[src/hw/pbs_consts.svh]
// constants of the basic status word and its management frame
// assumes the includer uses the names only; no logic lives here
`ifndef PBS_CONSTS_SVH
`define PBS_CONSTS_SVH

// management address of the status word
`define PBS_STATUS_ADDR 5'h01
// status bit positions
`define PBS_B_T4 15
`define PBS_B_TX_FD 14
`define PBS_B_TX_HD 13
`define PBS_B_TE_FD 12
`define PBS_B_TE_HD 11
`define PBS_B_T2_FD 10
`define PBS_B_T2_HD 9
`define PBS_B_EXT_STAT 8
`define PBS_B_RSVD 7
`define PBS_B_NO_PRE 6
`define PBS_B_AN_DONE 5
`define PBS_B_RFAULT 4
`define PBS_B_AN_ABLE 3
`define PBS_B_LINK 2
`define PBS_B_JABBER 1
`define PBS_B_EXT_CAP 0
// reset value and the fixed part of the word
`define PBS_RESET_WORD 16'h7949
`define PBS_FIXED_MASK 16'hFFC9
// frame coding
`define PBS_PREAMBLE_BITS 6'h20
`define PBS_OP_READ 2'h2
`define PBS_OP_WRITE 2'h1
`define PBS_LAST_DATA 4'hF
`define PBS_LAST_ADDR 4'h9

`endif

[src/hw/pbs_pkg.sv]
// types shared by the status word design
// assumes nothing beyond a SystemVerilog compiler
`default_nettype none

package pbs_pkg;
	// management frame receiver phases
	typedef enum logic [2:0] {
		ST_IDLE = 3'h0,
		ST_START = 3'h1,
		ST_OP = 3'h2,
		ST_ADDR = 3'h3,
		ST_TA = 3'h4,
		ST_DATA = 3'h5
	} pbs_mgmt_state_type;
endpackage

`default_nettype wire

[src/hw/pbs_flag_if.sv]
// carrier between the top and one latched status flag
// assumes one clock shared by both ends
`default_nettype none

interface pbs_flag_if;
	logic hit; // latching condition
	logic clr; // release after a read
	logic value; // current flag value
	modport latch (input hit, input clr, output value);
	modport user (output hit, output clr, input value);
endinterface

`default_nettype wire

[src/hw/pbs_sync.sv]
// two-flop synchroniser for pin inputs
// assumes an active-low reset copy already released on clock
`default_nettype none

module pbs_sync #(
	parameter int WIDTH = 1
) (
	// clock and reset
	input wire logic clock,
	input wire logic rst_n,
	// raw and synchronised values
	input wire logic [WIDTH-1:0] d,
	output logic [WIDTH-1:0] q
);
	// first stage, read only by the second
	logic [WIDTH-1:0] meta_reg;

	// two stages; reset to a constant only
	always_ff @(posedge clock or negedge rst_n)
	begin
		if (!rst_n)
		begin
			meta_reg <= '0;
			q <= '0;
		end
		else
		begin
			meta_reg <= d;
			q <= meta_reg;
		end
	end
endmodule // pbs_sync

`default_nettype wire

[src/hw/pbs_latch_bit.sv]
// one latched status flag, latch-high or latch-low by parameter
// assumes hit and clr come from logic on the same clock
`default_nettype none

module pbs_latch_bit #(
	parameter bit ACTIVE = 1'b1,
	parameter bit RESET_VAL = 1'b0
) (
	// clock and reset
	input wire logic clock,
	input wire logic rst_n,
	// flag connection
	pbs_flag_if.latch flag
);
	// condition wins over a release in the same cycle, so no event is lost
	always_ff @(posedge clock or negedge rst_n)
	begin
		if (!rst_n)
			flag.value <= RESET_VAL;
		else if (flag.hit)
			flag.value <= ACTIVE;
		else if (flag.clr)
			flag.value <= ~ACTIVE;
	end
endmodule // pbs_latch_bit

`default_nettype wire

[src/hw/pbs_top.sv]
// basic status word of the transceiver behind its serial management pins
// assumes mdc is at most one eighth of clock; line events are on clock
`default_nettype none
`include "pbs_consts.svh"

// Functional notes
// - bit 15 reads 0, no T4
// - bits 14,13 read 1, TX duplex modes
// - bits 12,11 read 1, 10 Mb/s modes
// - bits 10,9 read 0, no T2
// - bit 8 reads 1, extended status
// - bit 7 reserved, reads 0, write 0
// - bit 6 reads 1, no preamble accepted
// - preamble once after reset or errors
// - bit 5 shows negotiation done, live from an_complete
// - bit 4 latches remote fault until read
// - far-end or partner fault sets bit 4
// - bit 3 reads 1, can negotiate
// - bit 2 link, failure clears at once
// - link re-sets only after good and read
// - bit 1 jabber, only at 10 Mb/s
// - jabber latches until read or reset
// - bit 0 reads 1, extended registers
// - latch-high holds 1 until read
// - latch-low holds 0 until read
module pbs_top (
	// clock and reset
	input wire logic clock,
	input wire logic reset_n,
	// management pins
	input wire logic mdc,
	input wire logic mdio_in,
	output logic mdio_out,
	output logic mdio_oe_n,
	input wire logic [4:0] phy_address,
	// line-side status
	input wire logic an_complete,
	input wire logic far_end_fault,
	input wire logic partner_remote_fault,
	input wire logic link_good,
	input wire logic jabber_seen,
	input wire logic speed_10
);

	////////////////////////////////////////////////////////////////////////
	// reset release

	logic [1:0] rst_pipe_reg; // release pipeline
	logic rst_n_q; // reset used by the rest

	// assert at once, release after two edges
	always_ff @(posedge clock or negedge reset_n)
	begin
		if (!reset_n)
			rst_pipe_reg <= 2'h0;
		else
			rst_pipe_reg <= {rst_pipe_reg[0], 1'b1};
	end
	assign rst_n_q = rst_pipe_reg[1];

	////////////////////////////////////////////////////////////////////////
	// pin inputs

	logic mdc_s; // synchronised mdc
	logic mdio_s; // synchronised mdio
	logic [4:0] phy_addr_s; // synchronised address pins
	logic mdc_prev_reg; // mdc one cycle back
	logic rise; // mdc rising edge

	pbs_sync #(
		.WIDTH(7)
	) u_pin_sync (
		.clock(clock),
		.rst_n(rst_n_q),
		.d({mdc, mdio_in, phy_address}),
		.q({mdc_s, mdio_s, phy_addr_s})
	);

	// edge detection works on the second stage only
	always_ff @(posedge clock or negedge rst_n_q)
	begin
		if (!rst_n_q)
			mdc_prev_reg <= 1'b0;
		else
			mdc_prev_reg <= mdc_s;
	end
	assign rise = mdc_s & ~mdc_prev_reg;

	////////////////////////////////////////////////////////////////////////
	// latched flags

	pbs_flag_if f_rf ();
	pbs_flag_if f_link ();
	pbs_flag_if f_jab ();
	logic read_clear; // pulse when the word is taken for a read

	assign f_rf.hit = far_end_fault | partner_remote_fault;
	assign f_rf.clr = read_clear;
	assign f_link.hit = ~link_good;
	assign f_link.clr = read_clear;
	assign f_jab.hit = jabber_seen & speed_10;
	assign f_jab.clr = read_clear;

	// remote fault, latch high
	pbs_latch_bit #(.ACTIVE(1'b1), .RESET_VAL(1'b0)) u_rf (.clock(clock), .rst_n(rst_n_q), .flag(f_rf));

	// link status, latch low; starts low until a read finds a good link
	pbs_latch_bit #(.ACTIVE(1'b0), .RESET_VAL(1'b0)) u_link (.clock(clock), .rst_n(rst_n_q), .flag(f_link));

	// jabber, latch high
	pbs_latch_bit #(.ACTIVE(1'b1), .RESET_VAL(1'b0)) u_jab (.clock(clock), .rst_n(rst_n_q), .flag(f_jab));

	////////////////////////////////////////////////////////////////////////
	// status word

	logic [15:0] status_word; // live view of the register

	// fixed capabilities plus live and latched bits
	always_comb
	begin
		status_word = `PBS_RESET_WORD;
		status_word[`PBS_B_T4] = 1'b0;
		status_word[`PBS_B_TX_FD] = 1'b1;
		status_word[`PBS_B_TX_HD] = 1'b1;
		status_word[`PBS_B_TE_FD] = 1'b1;
		status_word[`PBS_B_TE_HD] = 1'b1;
		status_word[`PBS_B_T2_FD] = 1'b0;
		status_word[`PBS_B_T2_HD] = 1'b0;
		status_word[`PBS_B_EXT_STAT] = 1'b1;
		status_word[`PBS_B_RSVD] = 1'b0;
		status_word[`PBS_B_NO_PRE] = 1'b1;
		status_word[`PBS_B_AN_DONE] = an_complete;
		status_word[`PBS_B_RFAULT] = f_rf.value;
		status_word[`PBS_B_AN_ABLE] = 1'b1;
		status_word[`PBS_B_LINK] = f_link.value;
		status_word[`PBS_B_JABBER] = f_jab.value;
		status_word[`PBS_B_EXT_CAP] = 1'b1;
	end

	////////////////////////////////////////////////////////////////////////
	// frame receiver

	pbs_pkg::pbs_mgmt_state_type state_reg; // frame phase
	logic [3:0] cnt_reg; // bit within phase
	logic [1:0] op_reg; // opcode bits
	logic [8:0] addr_sh_reg; // address bits so far
	logic phy_hit_reg; // frame is for this port
	logic reg_hit_reg; // frame names the status word
	logic pre_ok_reg; // preamble has been seen
	logic [9:0] addr_full; // address with the last bit
	logic [1:0] op_full; // opcode with the last bit
	logic is_read; // opcode is read
	logic rd_active; // this port answers the read
	logic bad_op; // invalid opcode seen
	logic bad_ta; // invalid write turnaround seen
	logic drive_start; // end of first turnaround bit
	logic drive_bit; // next data bit goes out
	logic drive_end; // last data bit done

	assign addr_full = {addr_sh_reg, mdio_s};
	assign op_full = {op_reg[0], mdio_s};
	assign is_read = (op_reg == `PBS_OP_READ);
	assign rd_active = is_read & phy_hit_reg;
	assign bad_op = rise && state_reg == pbs_pkg::ST_OP && cnt_reg == 4'h1
		&& op_full != `PBS_OP_READ && op_full != `PBS_OP_WRITE;
	// a write must carry 1 then 0 in its turnaround
	assign bad_ta = rise && state_reg == pbs_pkg::ST_TA && !is_read
		&& ((cnt_reg == 4'h0 && !mdio_s) || (cnt_reg == 4'h1 && mdio_s));
	assign drive_start = rise && state_reg == pbs_pkg::ST_TA && cnt_reg == 4'h0 && rd_active;
	assign drive_bit = rise && rd_active && ((state_reg == pbs_pkg::ST_TA && cnt_reg == 4'h1)
		|| (state_reg == pbs_pkg::ST_DATA && cnt_reg != `PBS_LAST_DATA));
	assign drive_end = rise && rd_active && state_reg == pbs_pkg::ST_DATA
		&& cnt_reg == `PBS_LAST_DATA;
	// the snapshot and the release share one edge
	assign read_clear = drive_start & reg_hit_reg;

	// phase sequencing, one step per mdc rising edge
	always_ff @(posedge clock or negedge rst_n_q)
	begin
		if (!rst_n_q)
		begin
			state_reg <= pbs_pkg::ST_IDLE;
			cnt_reg <= 4'h0;
			op_reg <= 2'h0;
			addr_sh_reg <= 9'h000;
			phy_hit_reg <= 1'b0;
			reg_hit_reg <= 1'b0;
		end
		else if (rise)
		begin
			unique case (state_reg)
				pbs_pkg::ST_IDLE:
				begin
					// a zero after idle ones opens a frame
					if (pre_ok_reg && !mdio_s)
						state_reg <= pbs_pkg::ST_START;
				end
				pbs_pkg::ST_START:
				begin
					cnt_reg <= 4'h0;
					state_reg <= mdio_s ? pbs_pkg::ST_OP : pbs_pkg::ST_IDLE;
				end
				pbs_pkg::ST_OP:
				begin
					op_reg <= op_full;
					cnt_reg <= cnt_reg + 4'h1;
					if (cnt_reg == 4'h1)
					begin
						cnt_reg <= 4'h0;
						state_reg <= bad_op ? pbs_pkg::ST_IDLE : pbs_pkg::ST_ADDR;
					end
				end
				pbs_pkg::ST_ADDR:
				begin
					addr_sh_reg <= addr_full[8:0];
					cnt_reg <= cnt_reg + 4'h1;
					if (cnt_reg == `PBS_LAST_ADDR)
					begin
						cnt_reg <= 4'h0;
						phy_hit_reg <= (addr_full[9:5] == phy_addr_s);
						reg_hit_reg <= (addr_full[4:0] == `PBS_STATUS_ADDR);
						state_reg <= pbs_pkg::ST_TA;
					end
				end
				pbs_pkg::ST_TA:
				begin
					cnt_reg <= cnt_reg + 4'h1;
					if (bad_ta)
						state_reg <= pbs_pkg::ST_IDLE;
					else if (cnt_reg == 4'h1)
					begin
						cnt_reg <= 4'h0;
						state_reg <= pbs_pkg::ST_DATA;
					end
				end
				pbs_pkg::ST_DATA:
				begin
					// write data is counted through and dropped
					cnt_reg <= cnt_reg + 4'h1;
					if (cnt_reg == `PBS_LAST_DATA)
						state_reg <= pbs_pkg::ST_IDLE;
				end
			endcase
		end
	end

	////////////////////////////////////////////////////////////////////////
	// preamble tracking

	logic [5:0] ones_reg; // consecutive idle ones

	// one full preamble arms the receiver; a bad opcode or turnaround disarms it
	always_ff @(posedge clock or negedge rst_n_q)
	begin
		if (!rst_n_q)
		begin
			ones_reg <= 6'h00;
			pre_ok_reg <= 1'b0;
		end
		else if (bad_op || bad_ta)
		begin
			ones_reg <= 6'h00;
			pre_ok_reg <= 1'b0;
		end
		else if (rise && state_reg == pbs_pkg::ST_IDLE)
		begin
			if (!mdio_s)
				ones_reg <= 6'h00;
			else if (ones_reg != `PBS_PREAMBLE_BITS)
				ones_reg <= ones_reg + 6'h01;
			// arming takes effect from the next bit
			if (mdio_s && ones_reg == `PBS_PREAMBLE_BITS - 6'h01)
				pre_ok_reg <= 1'b1;
		end
	end

	////////////////////////////////////////////////////////////////////////
	// read data drive

	logic [15:0] tx_reg; // word being shifted out

	// drive 0 in the second turnaround bit, then sixteen data bits
	always_ff @(posedge clock or negedge rst_n_q)
	begin
		if (!rst_n_q)
		begin
			tx_reg <= 16'h0000;
			mdio_out <= 1'b0;
			mdio_oe_n <= 1'b1;
		end
		else if (drive_start)
		begin
			// other addresses of this port read as zero
			tx_reg <= reg_hit_reg ? status_word : 16'h0000;
			mdio_out <= 1'b0;
			mdio_oe_n <= 1'b0;
		end
		else if (drive_bit)
		begin
			mdio_out <= tx_reg[15];
			tx_reg <= {tx_reg[14:0], 1'b0};
		end
		else if (drive_end)
		begin
			mdio_out <= 1'b0;
			mdio_oe_n <= 1'b1;
		end
	end
endmodule // pbs_top

`default_nettype wire

[config.mk]
export PLATFORM = sky130hd
export DESIGN_NAME = pbs_top
export DESIGN_NICKNAME = d
export VERILOG_FILES = /design/src/hw/pbs_pkg.sv /design/src/hw/pbs_flag_if.sv /design/src/hw/pbs_sync.sv /design/src/hw/pbs_latch_bit.sv /design/src/hw/pbs_top.sv
export VERILOG_INCLUDE_DIRS = /design/src /design/src/hw
export SDC_FILE = /design/constraint.sdc
export NUM_CORES = 1
export LEC_CHECK = 0
export ABC_AREA = 1
export BUFFER_PORTS_ARGS = -buffer_cell sky130_fd_sc_hd__buf_4
export CAP_MARGIN = 5
export CORE_UTILIZATION = 55
export CTS_CLUSTER_SIZE = 8
export DETAILED_ROUTE_END_ITERATION = 7
export PLACE_DENSITY = 0.82
export SETUP_SLACK_MARGIN = 0.02
export SKIP_LAST_GASP = 1
export SYNTH_ARGS = -nofsm -noshare
export SYNTH_HDL_FRONTEND = slang
export SYNTH_SLANG_ARGS = --single-unit
[constraint.sdc]
create_clock -name clock -period 2.4 [get_ports clock]
set_clock_uncertainty 0.2 [all_clocks]
set_input_delay 0.48 -clock clock [delete_from_list [all_inputs] [get_ports clock]]
set_output_delay 0.48 -clock clock [all_outputs]
set_load 0.03 [all_outputs]
# Yosys cells after proc, flatten, opt, wreduce, memory -nomap -nowiden
# Cells that the tools add are included.
# Widths: inputs -> output; s select.
# op_classes
n_addsub	2
eq_ne	24
mux	34
bitwise	6
reduce_logical	43
# op_table
op	count
$mux 16	2
$mux 6	4
$logic_and 1x1->1	20
$pmux 4 s5	1
$mux 3	6
$pmux 3 s6	1
$mux 15	1
$mux 1	14
$mux 4	3
$reduce_and 2->1	6
$reduce_bool 2->1	6
$eq 4x4->1 const B	2
$ne 2x1->1 const B	4
$ne 2x2->1 const B	4
$add 6x1->6 const B	1
$eq 3x2->1 const B	2
$eq 3x3->1 const B	2
$eq 6x5->1 const B	1
$ne 3x3->1 const B	2
$ne 6x6->1 const B	1
$reduce_and 6->1	1
$eq 5x1->1 const B	1
$eq 5x5->1	1
$reduce_bool 5->1	1
other kinds (15)	22
# totals
register_bits	65
inputBits	15
output_inout_bits	2

# Longest topological paths before layout
# Gate-level depths: netlist of run 1.
# depth
word_depth	9
mapped_depth	11
ltp_nobuf	10

# Modules after synthesis
# Synthesis of run 1 repeated with hierarchy kept, for this count alone.
# hier_totals
cells_unflattened	360
area_unflattened_um2	3193.1
# modules_own_cells
module	instances	cells_per_inst	area_per_inst_um2
pbs_top	1	333	2730.1
pbs_sync	1	14	350.3
pbs_latch_bit at u_jab ...	2	5	40.0
pbs_latch_bit at u_link	1	3	32.5

# Least setup slack after synthesis of run 1
# OpenSTA, ideal clock, no wires.
# synth_path
kind	register to register
startpoint	register cnt_reg[0]
endpoint	register tx_reg[12]
setup_time_ns	0.116
arrival_time_ns	1.329
t_required_ns	2.084
slack_ns	0.754
path_stages_with_launch	11
cell_sequence	dfrtp_1 > ha_1 > nand3_1 > nand3_2 > o21ai_2 > nand2_4 > nand2_8 > inv_6 > buf_6 > nand2_1 > nand2_1
# synth_via
elab_chain_len	5
# synth_lines
element	line_no	text
start, declared	pbs_top.sv:144	logic [3:0] cnt_reg;
start signal, assigned	pbs_top.sv:206	cnt_reg <= cnt_reg + 4'h1;
start signal, assigned	pbs_top.sv:216	cnt_reg <= cnt_reg + 4'h1;
start signal, assigned	pbs_top.sv:227	cnt_reg <= cnt_reg + 4'h1;
$eq 4x1->1 or $ne 4x4->1 (tied branches)	n/a	
$logic_and 1x1->1, on equally long branches	n/a	
$logic_or 1x1->1	pbs_top.sv:170	assign drive_bit = rise && rd_active && ((state_reg == pbs_pkg::ST_TA && cnt_reg == 4'h1)
$logic_and 1x1->1	pbs_top.sv:170	
$reduce_bool 2->1 (no line)	n/a	
end signal, assigned	pbs_top.sv:294	tx_reg <= reg_hit_reg ? status_word : 16'h0000;
end signal, assigned	pbs_top.sv:301	tx_reg <= {tx_reg[14:0], 1'b0};
end, declared	pbs_top.sv:280	logic [15:0] tx_reg;
# Parallel ways exist; a longest one is shown, timed or not.
# A chain may end at the register's enable or synchronous reset.

# Worst setup path after layout of run 1
# layout_path
startpoint	register u_pin_sync.q[5]
endpoint	register ones_reg[5]
# layout_via
elab_chain_len	7
# layout_lines
element	line_no	text
start, declared	pbs_sync.sv:13	output logic [WIDTH-1:0] q
start signal, assigned	pbs_sync.sv:29	q <= meta_reg;
$logic_not 1->1	n/a	
$logic_and 1x1->1	pbs_top.sv:168	&& ((cnt_reg == 4'h0 && !mdio_s) || (cnt_reg == 4'h1 && mdio_s));
$logic_or 1x1->1	pbs_top.sv:168	
$logic_and 1x1->1	pbs_top.sv:168	
$logic_or 1x1->1	pbs_top.sv:260	else if (bad_op || bad_ta)
$ne 3x3->1 (no line) or $reduce_bool 2->1 (tied branches)	n/a	
$reduce_and 2->1 (no line)	n/a	
end signal, assigned	pbs_top.sv:270	ones_reg <= ones_reg + 6'h01;
end, declared	pbs_top.sv:250	logic [5:0] ones_reg;
# Parallel ways exist; a longest one is shown, timed or not. The select of a mux whose other input is x is not followed.

==> results of run 1 <==
stage by stage:
step | hold WS [ps] | util (%)
6_report | 38.2 | 66.7
5_1_grt | 30.9 | 66.7
4_1_cts | 30.1 | 66.7
3_5_place_dp | 48.2 | 62.2
3_3_place_gp | 48.6 | 62.2
2_1_floorplan | -15.6 | -
power breakdown:
| part | leakage [nW] | internal [mW] | switching [mW] |
|---|---|---|---|
| clock network | 0.113 | 0.616 | 0.430 |
| registers | 0.831 | 1.12 | 0.0245 |
| logic | 0.863 | 0.0365 | 0.0427 |
worst max-delay path: stages (launching register included):
cell	delay (ps)
sky130_fd_sc_hd__dfrtp_1	520
sky130_fd_sc_hd__clkinv_1	360
sky130_fd_sc_hd__nand2_1	140
sky130_fd_sc_hd__nand2_1	60
sky130_fd_sc_hd__nor2_1	80
sky130_fd_sc_hd__nand2_1	90
sky130_fd_sc_hd__nand2_1	140
sky130_fd_sc_hd__inv_2	100
sky130_fd_sc_hd__nand3_1	90
sky130_fd_sc_hd__nand2_1	50
worst max path at each step:
| stage | cells after the start | slack (ps) | from | to |
|---|---|---|---|---|
| 4_1_cts | 9 | 470 | u_pin_sync.q[5] | ones_reg[5] |
| 5_1_grt | 9 | 300 | u_pin_sync.q[5] | ones_reg[5] |
| 6_report | 9 | 460 | u_pin_sync.q[5] | ones_reg[5] |
| 2_1_floorplan | 0 | 260 | rst_pipe_reg[1] | addr_sh_reg[0] |
| 3_5_place_dp | 9 | 470 | u_pin_sync.q[5] | ones_reg[5] |
| 3_3_place_gp | 9 | 480 | u_pin_sync.q[5] | ones_reg[1] |
layer usage:
| metal | global-route usage (%) | part of all wire (%) | routed length, um | vias up |
|---|---|---|---|---|
| li1 | - | - | - | 1165 |
| met3 | 4.88 | 3.9 | 224 | 13 |
| met5 | 0 | 0 | 0 | - |
| met1 | 28.2 | 43 | 2480 | 1087 |
| met4 | 11.5 | 2.1 | 122 | 0 |
| met2 | 37.1 | 51 | 2950 | 59 |
synth_stat cells (all sizes together):
cell,count
xor2,7
nand4,3
inv,29
xnor2,1
ha,5
nor2,31
conb,1
nand3,23
a21boi,1
dfrtp,64
o21ai,23
nor3b,1
clkinv,1
nand3b,2
buf,6
o21bai,1
mux2,3
nand2,140
dfstp,1
a21oi,6
nor3,5
cell type report:
type                            count  area (um2)
Sequential cell                    65        1630
Fill cell                         397        1740
Timing Repair Buffer               20         153
Clock inverter                      6        90.1
Tap cell                           70        87.6
Multi-Input combinational cell    253        1280
Clock buffer                       10         138
Inverter                           30         118
timing repair:
action,in CTS,in global routing
hold buffers,1,0
endpoints found under the hold margin,2,0
endpoints found under the setup margin,0,0
kinds of logic (layout without fill, tap and decap cells):
kind of cell	after synthesis	in the layout	synth area share [%]
AO/OA/AOI/OAI	31	31	5.44
AND/OR/NAND/NOR	205	205	30.6
other	1	1	0.122
buffers and inverters	36	66	5.68
adder cells (fa/ha/maj)	5	5	2.03
XOR/XNOR	8	8	2.27
multiplexers	3	3	1.10
flip-flops	65	65	52.8
==> impl_results.rst, run 1 <==
.. list-table::
   :header-rows: 1

   * - Metric
     - Value
   * - Final hold viol count
     - 0
   * - Root Buffer
     - sky130_fd_sc_hd__clkbuf_8
   * - Post-route cell area
     - 3490 um2
   * - Aggregate routed wire length
     - 5.78 mm
   * - Data arrival time of the critical path
     - 1960 ps
   * - Area of the placeable core
     - 5240 um2
   * - Synthesized flop and latch total
     - 65
   * - Required time of the critical path
     - 2430 ps
   * - HPWL after DPL
     - 3.92 mm
   * - I/O pin count
     - 17
   * - DIE AREA
     - 5910 um2
   * - Global-route usage over all layers
     - 22.6%
   * - Max Clk Rate
     - 517 MHz
   * - Leading cell type in the layout, fill and taps excluded
     - sky130_fd_sc_hd__nand2_1
   * - Outcome
     - finished, final reports clean
   * - Sink Count
     - 65
   * - Antenna violations before repair
     - 0
   * - Width of the die
     - 76.9 um
   * - Cell types occupying the most area after synthesis
     - sky130_fd_sc_hd__dfrtp_1 (52%), sky130_fd_sc_hd__nand2_1 (16%), sky130_fd_sc_hd__nand3_1 (3.6%)
   * - Clock transition at the register clock pins on the worst setup and hold paths after CTS
     - 70 ps
   * - Maximum level of the CTS H-tree
     - 3
   * - Yosys warnings
     - 0
   * - Crit path time final
     - 1940 ps
   * - Routed vias/inst
     - 5.12
   * - Flop-to-flop setup slack
     - 460 ps
   * - Cell area after placement
     - 3260 um2
   * - Number of global-route vias before repair
     - 2,308
   * - Count of unique library cells instantiated by Yosys
     - 35
   * - Power consumption
     - 2.27 mW
   * - TritonCTS clock tree
     - yes
   * - Synthesized net count
     - 374
   * - Tightest Hold Check Type
     - reg2async
   * - Post-CTS setup buffer count
     - 0
   * - Crit Path Category
     - reg2reg
   * - Fin cells
     - 454
   * - Start of the worst register-to-register path
     - u_pin_sync.q[5]
   * - Mapped Avg Cell Area
     - 8.71 um2
   * - Routability congestion estimate from global placement
     - 0.881
   * - Cells after synthesis
     - 354
   * - Top library cells by usage in the layout, fill and taps aside
     - sky130_fd_sc_hd__nand2_1 (128), sky130_fd_sc_hd__dfrtp_1 (63), sky130_fd_sc_hd__inv_1 (23), sky130_fd_sc_hd__nor2_1 (23), sky130_fd_sc_hd__nand3_1 (22)
   * - Cell count of the worst reg-to-reg path
     - 9
   * - Count of standard-cell rows
     - 26
   * - Placed instance count
     - 437
   * - Sort of element at the start of the critical path
     - flip-flop
   * - Smallest setup slack after layout
     - 464 ps
   * - Source-to-sink clock delay at the later pin of the worst-skew pair
     - 340 ps
   * - Maximum fanout along the worst path
     - 10
   * - 1st-pass router iterations
     - 7
   * - Effective utilization at floorplan
     - 58.9%
   * - Via count
     - 2,324
   * - Cell Area, Synth
     - 3080 um2
   * - Total clock buffers created by CTS
     - 9
   * - Remaining design rule violation count
     - 0
   * - Average routed wire per standard cell
     - 12.7 um
   * - Final Setup Violations
     - 0
   * - Leftover overflow at the end of global routing
     - 0
   * - Maximum root-to-sink buffer count
     - 2
   * - Post-synthesis to final-layout area growth
     - 13.4%
   * - Global-route wire length before repair
     - 10.3 mm
   * - Post_cts resized
     - 0
   * - Period utilisation layout
     - 80.7%
   * - N_diodes
     - 0
   * - Maximum resistive drop on vdd
     - 0.590 mV
   * - Synth area leader
     - sky130_fd_sc_hd__dfrtp_1
   * - Share of the yosys chip area belonging to registers
     - 52.8%
   * - Number of nets still failing antenna checks after routing
     - 0
   * - Place WS
     - 472 ps
   * - Die height
     - 76.9 um
   * - Power per Cell Area
     - 649 nW/um2
   * - Max-slew violations
     - 0
   * - Pin count of the biggest net entering global routing
     - 26
   * - CP Capture Type
     - flip-flop
   * - Max-Cap Viols
     - 0
   * - Fraction of final layout cells with drive strength greater than 1
     - 18.2%
   * - Accumulated negative setup slack
     - 0 ps
   * - Number of flip-flops in the largest register
     - 16
   * - Final nets
     - 399
   * - Unrepaired setup endpoints after global routing
     - false
   * - Standby leakage power
     - 1.81 nW
   * - Top cell type's share of synthesized area
     - 51.9%
   * - Port Buffer Count
     - 16
   * - Actual slew at the worst max-slew pin
     - 490 ps
   * - Worst reg2reg path endpoint
     - ones_reg[5]
   * - Drt initial violations
     - 197
   * - Max_slew headroom
     - 67.0%
No activity file was read; power rests on OpenSTA's default activity.
==> inputs of run 2 (changes only) <==
- ABC_AREA: 1 -> 0
- CORE_UTILIZATION: 55 -> 54
- PLACE_DENSITY: 0.82 -> 0.84
- clock period: 2.4 -> 1.7 ns (I/O delays scaled with it)
==> run 2 against run 1 <==
Critical path type unchanged. Largest power group unchanged. Register-to-register slack worse by 1100 ps. Sequential power up 46%. Routed wire length up 100%. Combinational power rose to 4.4 times the previous value. Maximum frequency down 19%. Worst setup slack worse by 1100 ps. Non-clock buffer count up 72. Count of clock-buffer cells in the layout down 1. Global-route usage up 11 points. First-iteration DRC count up 96%. The flow now finishes with violations (negative setup slack).
==> impl_results.rst, run 2 <==
.. list-table::
   :header-rows: 1

   * - Metric
     - Value
   * - Max_slew headroom
     - 54.6%
   * - Max Clk Rate
     - 420 MHz
   * - Leftover overflow at the end of global routing
     - 0
   * - Number of enable flip-flop cells after synthesis
     - 0
   * - Count of unique library cells instantiated by Yosys
     - 55
   * - Routability congestion estimate from global placement
     - 0.889
   * - CP Capture Type
     - flip-flop
   * - Number of global-route vias before repair
     - 2,694
   * - Power per Cell Area
     - 767 nW/um2
   * - Aggregate routed wire length
     - 11.7 mm
   * - Outcome
     - finished with violations
   * - Standby leakage power
     - 2.05 nW
   * - Antenna violations before repair
     - 0
   * - Final Setup Violations
     - 48
   * - Area of the placeable core
     - 5270 um2
   * - Routed vias/inst
     - 6.67
   * - Place WS
     - -481 ps
   * - Smallest setup slack after layout
     - -682 ps
   * - Max-slew violations
     - 0
   * - Fraction of final layout cells with drive strength greater than 1
     - 49.9%
   * - Remaining design rule violation count
     - 0
   * - Synthesized net count
     - 290
   * - DIE AREA
     - 5920 um2
   * - Commonest register cell after synthesis
     - sky130_fd_sc_hd__dfrtp_1
   * - Worst hold slack after final layout
     - 49.2 ps
   * - Cell count of the worst reg-to-reg path
     - 7
   * - Via count
     - 2,903
   * - Final core utilization
     - 84.9%
   * - Unrepaired setup endpoints after global routing
     - true
   * - Synthesized flop and latch total
     - 65
   * - Port Buffer Count
     - 16
   * - Synth area leader
     - sky130_fd_sc_hd__dfrtp_1
   * - Global-route wire length before repair
     - 14.7 mm
   * - Source-to-sink clock delay at the later pin of the worst-skew pair
     - 360 ps
   * - Combinational family with the most area after synthesis
     - simple AND/OR/NAND/NOR gates
   * - Xor/xnor share of the synthesized area
     - 2.02%
   * - Maximum resistive drop on vdd
     - 1.02 mV
   * - Compound-cell area share of the yosys netlist
     - 11.5%
   * - Area share of fa/ha/maj cells after synthesis
     - 2.06%
   * - Number of flip-flops in the largest register
     - 16
   * - Number of fill cells
     - 205
   * - Crit Path Category
     - reg2reg
   * - Maximum root-to-sink buffer count
     - 2
   * - Commonest cells in the synthesized netlist
     - sky130_fd_sc_hd__dfrtp_1 (64), sky130_fd_sc_hd__nand2_1 (23), sky130_fd_sc_hd__o21ai_0 (15)
   * - Pin count of the biggest net entering global routing
     - 34
   * - Maximum fanout along the worst path
     - 3
   * - TritonCTS clock tree
     - yes
   * - Global-route usage over all layers
     - 33.9%
   * - Data arrival time of the critical path
     - 2430 ps
   * - Violations in the final reports
     - negative setup slack
   * - Tightest Hold Check Type
     - in2reg
   * - Number of cells on the worst hold path
     - 2
   * - Yosys warnings
     - 0
   * - Sort of element at the start of the critical path
     - flip-flop
   * - Leading cell type in the layout, fill and taps excluded
     - sky130_fd_sc_hd__dfrtp_1
   * - Drt initial violations
     - 387
   * - Total clock buffers created by CTS
     - 9
   * - Root Buffer
     - sky130_fd_sc_hd__clkbuf_8
   * - HPWL after DPL
     - 4.38 mm
   * - 1st-pass router iterations
     - 5
   * - Effective utilization at floorplan
     - 57.5%
   * - Max-Cap Viols
     - 0
   * - Mapped Avg Cell Area
     - 11.2 um2
   * - N_diodes
     - 0
   * - Maximum level of the CTS H-tree
     - 3
   * - Share of the yosys chip area belonging to registers
     - 53.7%
   * - Period utilisation layout
     - 140%
   * - Count of standard-cell rows
     - 26
   * - Cells after synthesis
     - 270
   * - Die height
     - 76.9 um
   * - Post-route cell area
     - 4470 um2
   * - Top cell type's share of synthesized area
     - 52.8%
   * - Top library cells by usage in the layout, fill and taps aside
     - sky130_fd_sc_hd__dfrtp_1 (62), sky130_fd_sc_hd__buf_4 (61), sky130_fd_sc_hd__buf_6 (20)
   * - Simple-Gate Fraction of Synth Area
     - 17.5%
   * - Final hold viol count
     - 0
   * - Width of the die
     - 76.9 um
   * - Dominant cell by count in the synthesized netlist
     - sky130_fd_sc_hd__dfrtp_1
   * - Async set or reset register ratio after synthesis
     - 100%
   * - Required time of the critical path
     - 1740 ps
   * - Average routed wire per standard cell
     - 26.9 um
   * - Cell area after placement
     - 3600 um2
   * - Number of nets still failing antenna checks after routing
     - 0
   * - Clock transition at the register clock pins on the worst setup and hold paths after CTS
     - 90 ps
   * - Share of cell area taken by muxes after synthesis
     - 9.50%
   * - Cell types occupying the most area after synthesis
     - sky130_fd_sc_hd__dfrtp_1 (53%), sky130_fd_sc_hd__mux2_2 (4.5%), sky130_fd_sc_hd__mux2i_1 (4.3%)
   * - I/O pin count
     - 17
   * - Actual slew at the worst max-slew pin
     - 676 ps
   * - Crit path time final
     - 2380 ps
   * - Post-synthesis to final-layout area growth
     - 47.6%
   * - Sink Count
     - 65
   * - Final nets
     - 380
   * - Cell Area, Synth
     - 3030 um2
==> run 2: final cells by class <==
class                   count  area, um2  area share, %
flip-flops and latches     65       1630           36.4
clock buffers               9        124           2.77
inverters                   9       33.8          0.755
well taps                  70       87.6           1.96
multi-input cells         183       1720           38.5
clock inverters             7       78.8           1.76
repair buffers             92        798           17.8
==> run 2: layer usage <==
metal / part of all wire (%) / GRT usage [%] / vias to the layer above
met5: 0 / 0 / -
met4: 6.3 / 18.1 / 0
met3: 10 / 7.38 / 81
met2: 48 / 56.5 / 263
met1: 35 / 41.1 / 1421
li1: - / - / 1138
==> run 2: final timing paths <==
kind                                  from                 to  slack [ps]
max reg2reg                     cnt_reg[1]       state_reg[0]        -680
max in group asynchronous  rst_pipe_reg[1]       state_reg[2]         810
min                              link_good  u_link.flag.value          50
min in group asynchronous          reset_n    rst_pipe_reg[1]          90
max                             cnt_reg[1]       state_reg[0]        -680
min reg2reg                rst_pipe_reg[1]     addr_sh_reg[6]         120
==> run 2: stage by stage <==
step	total power [mW]	setup TNS (ps)	cells
final	3.43	-16940	435
after global placement	1.91	-9700	389
after global routing	3.49	-18630	435
after floorplan	1.82	-5120	270
after CTS	3.28	-12030	423
after detailed placement	1.93	-11240	389
==> run 2: logic make-up after synthesis <==
kind of cell    after synthesis
compound gates               49
xor+xnor                      7
fa+ha+maj                     5
buf+inv                      23
flops                        65
mux                          27
other cells                   1
simple gates                 93
==> run 2: where the power goes <==
part           internal, mW  switching, mW  total (mW)
clock                 0.687          0.738        1.42
sequential             1.60         0.0592        1.66
combinational         0.159          0.186       0.345
total                  2.45          0.983        3.43
==> run 2: critical path, cell delays in order (launching register included) <==
cell and delay, ps:
sky130_fd_sc_hd__dfrtp_1 410, sky130_fd_sc_hd__inv_2 90, sky130_fd_sc_hd__ha_4 140, sky130_fd_sc_hd__or4b_4 480, sky130_fd_sc_hd__o211ai_4 220, sky130_fd_sc_hd__nand4_4 190
sky130_fd_sc_hd__nor2_4 210, sky130_fd_sc_hd__mux2_4 320
==> run 2: timing repair <==
item                                   CTS  global route
setup buffers                            6            14
cloned                                   3             1
setup endpoints to repair               47            48
endpoints found under the hold margin   10             0
resized for setup                       55            64
hold buffers                            10             0
pin swaps                               22            26
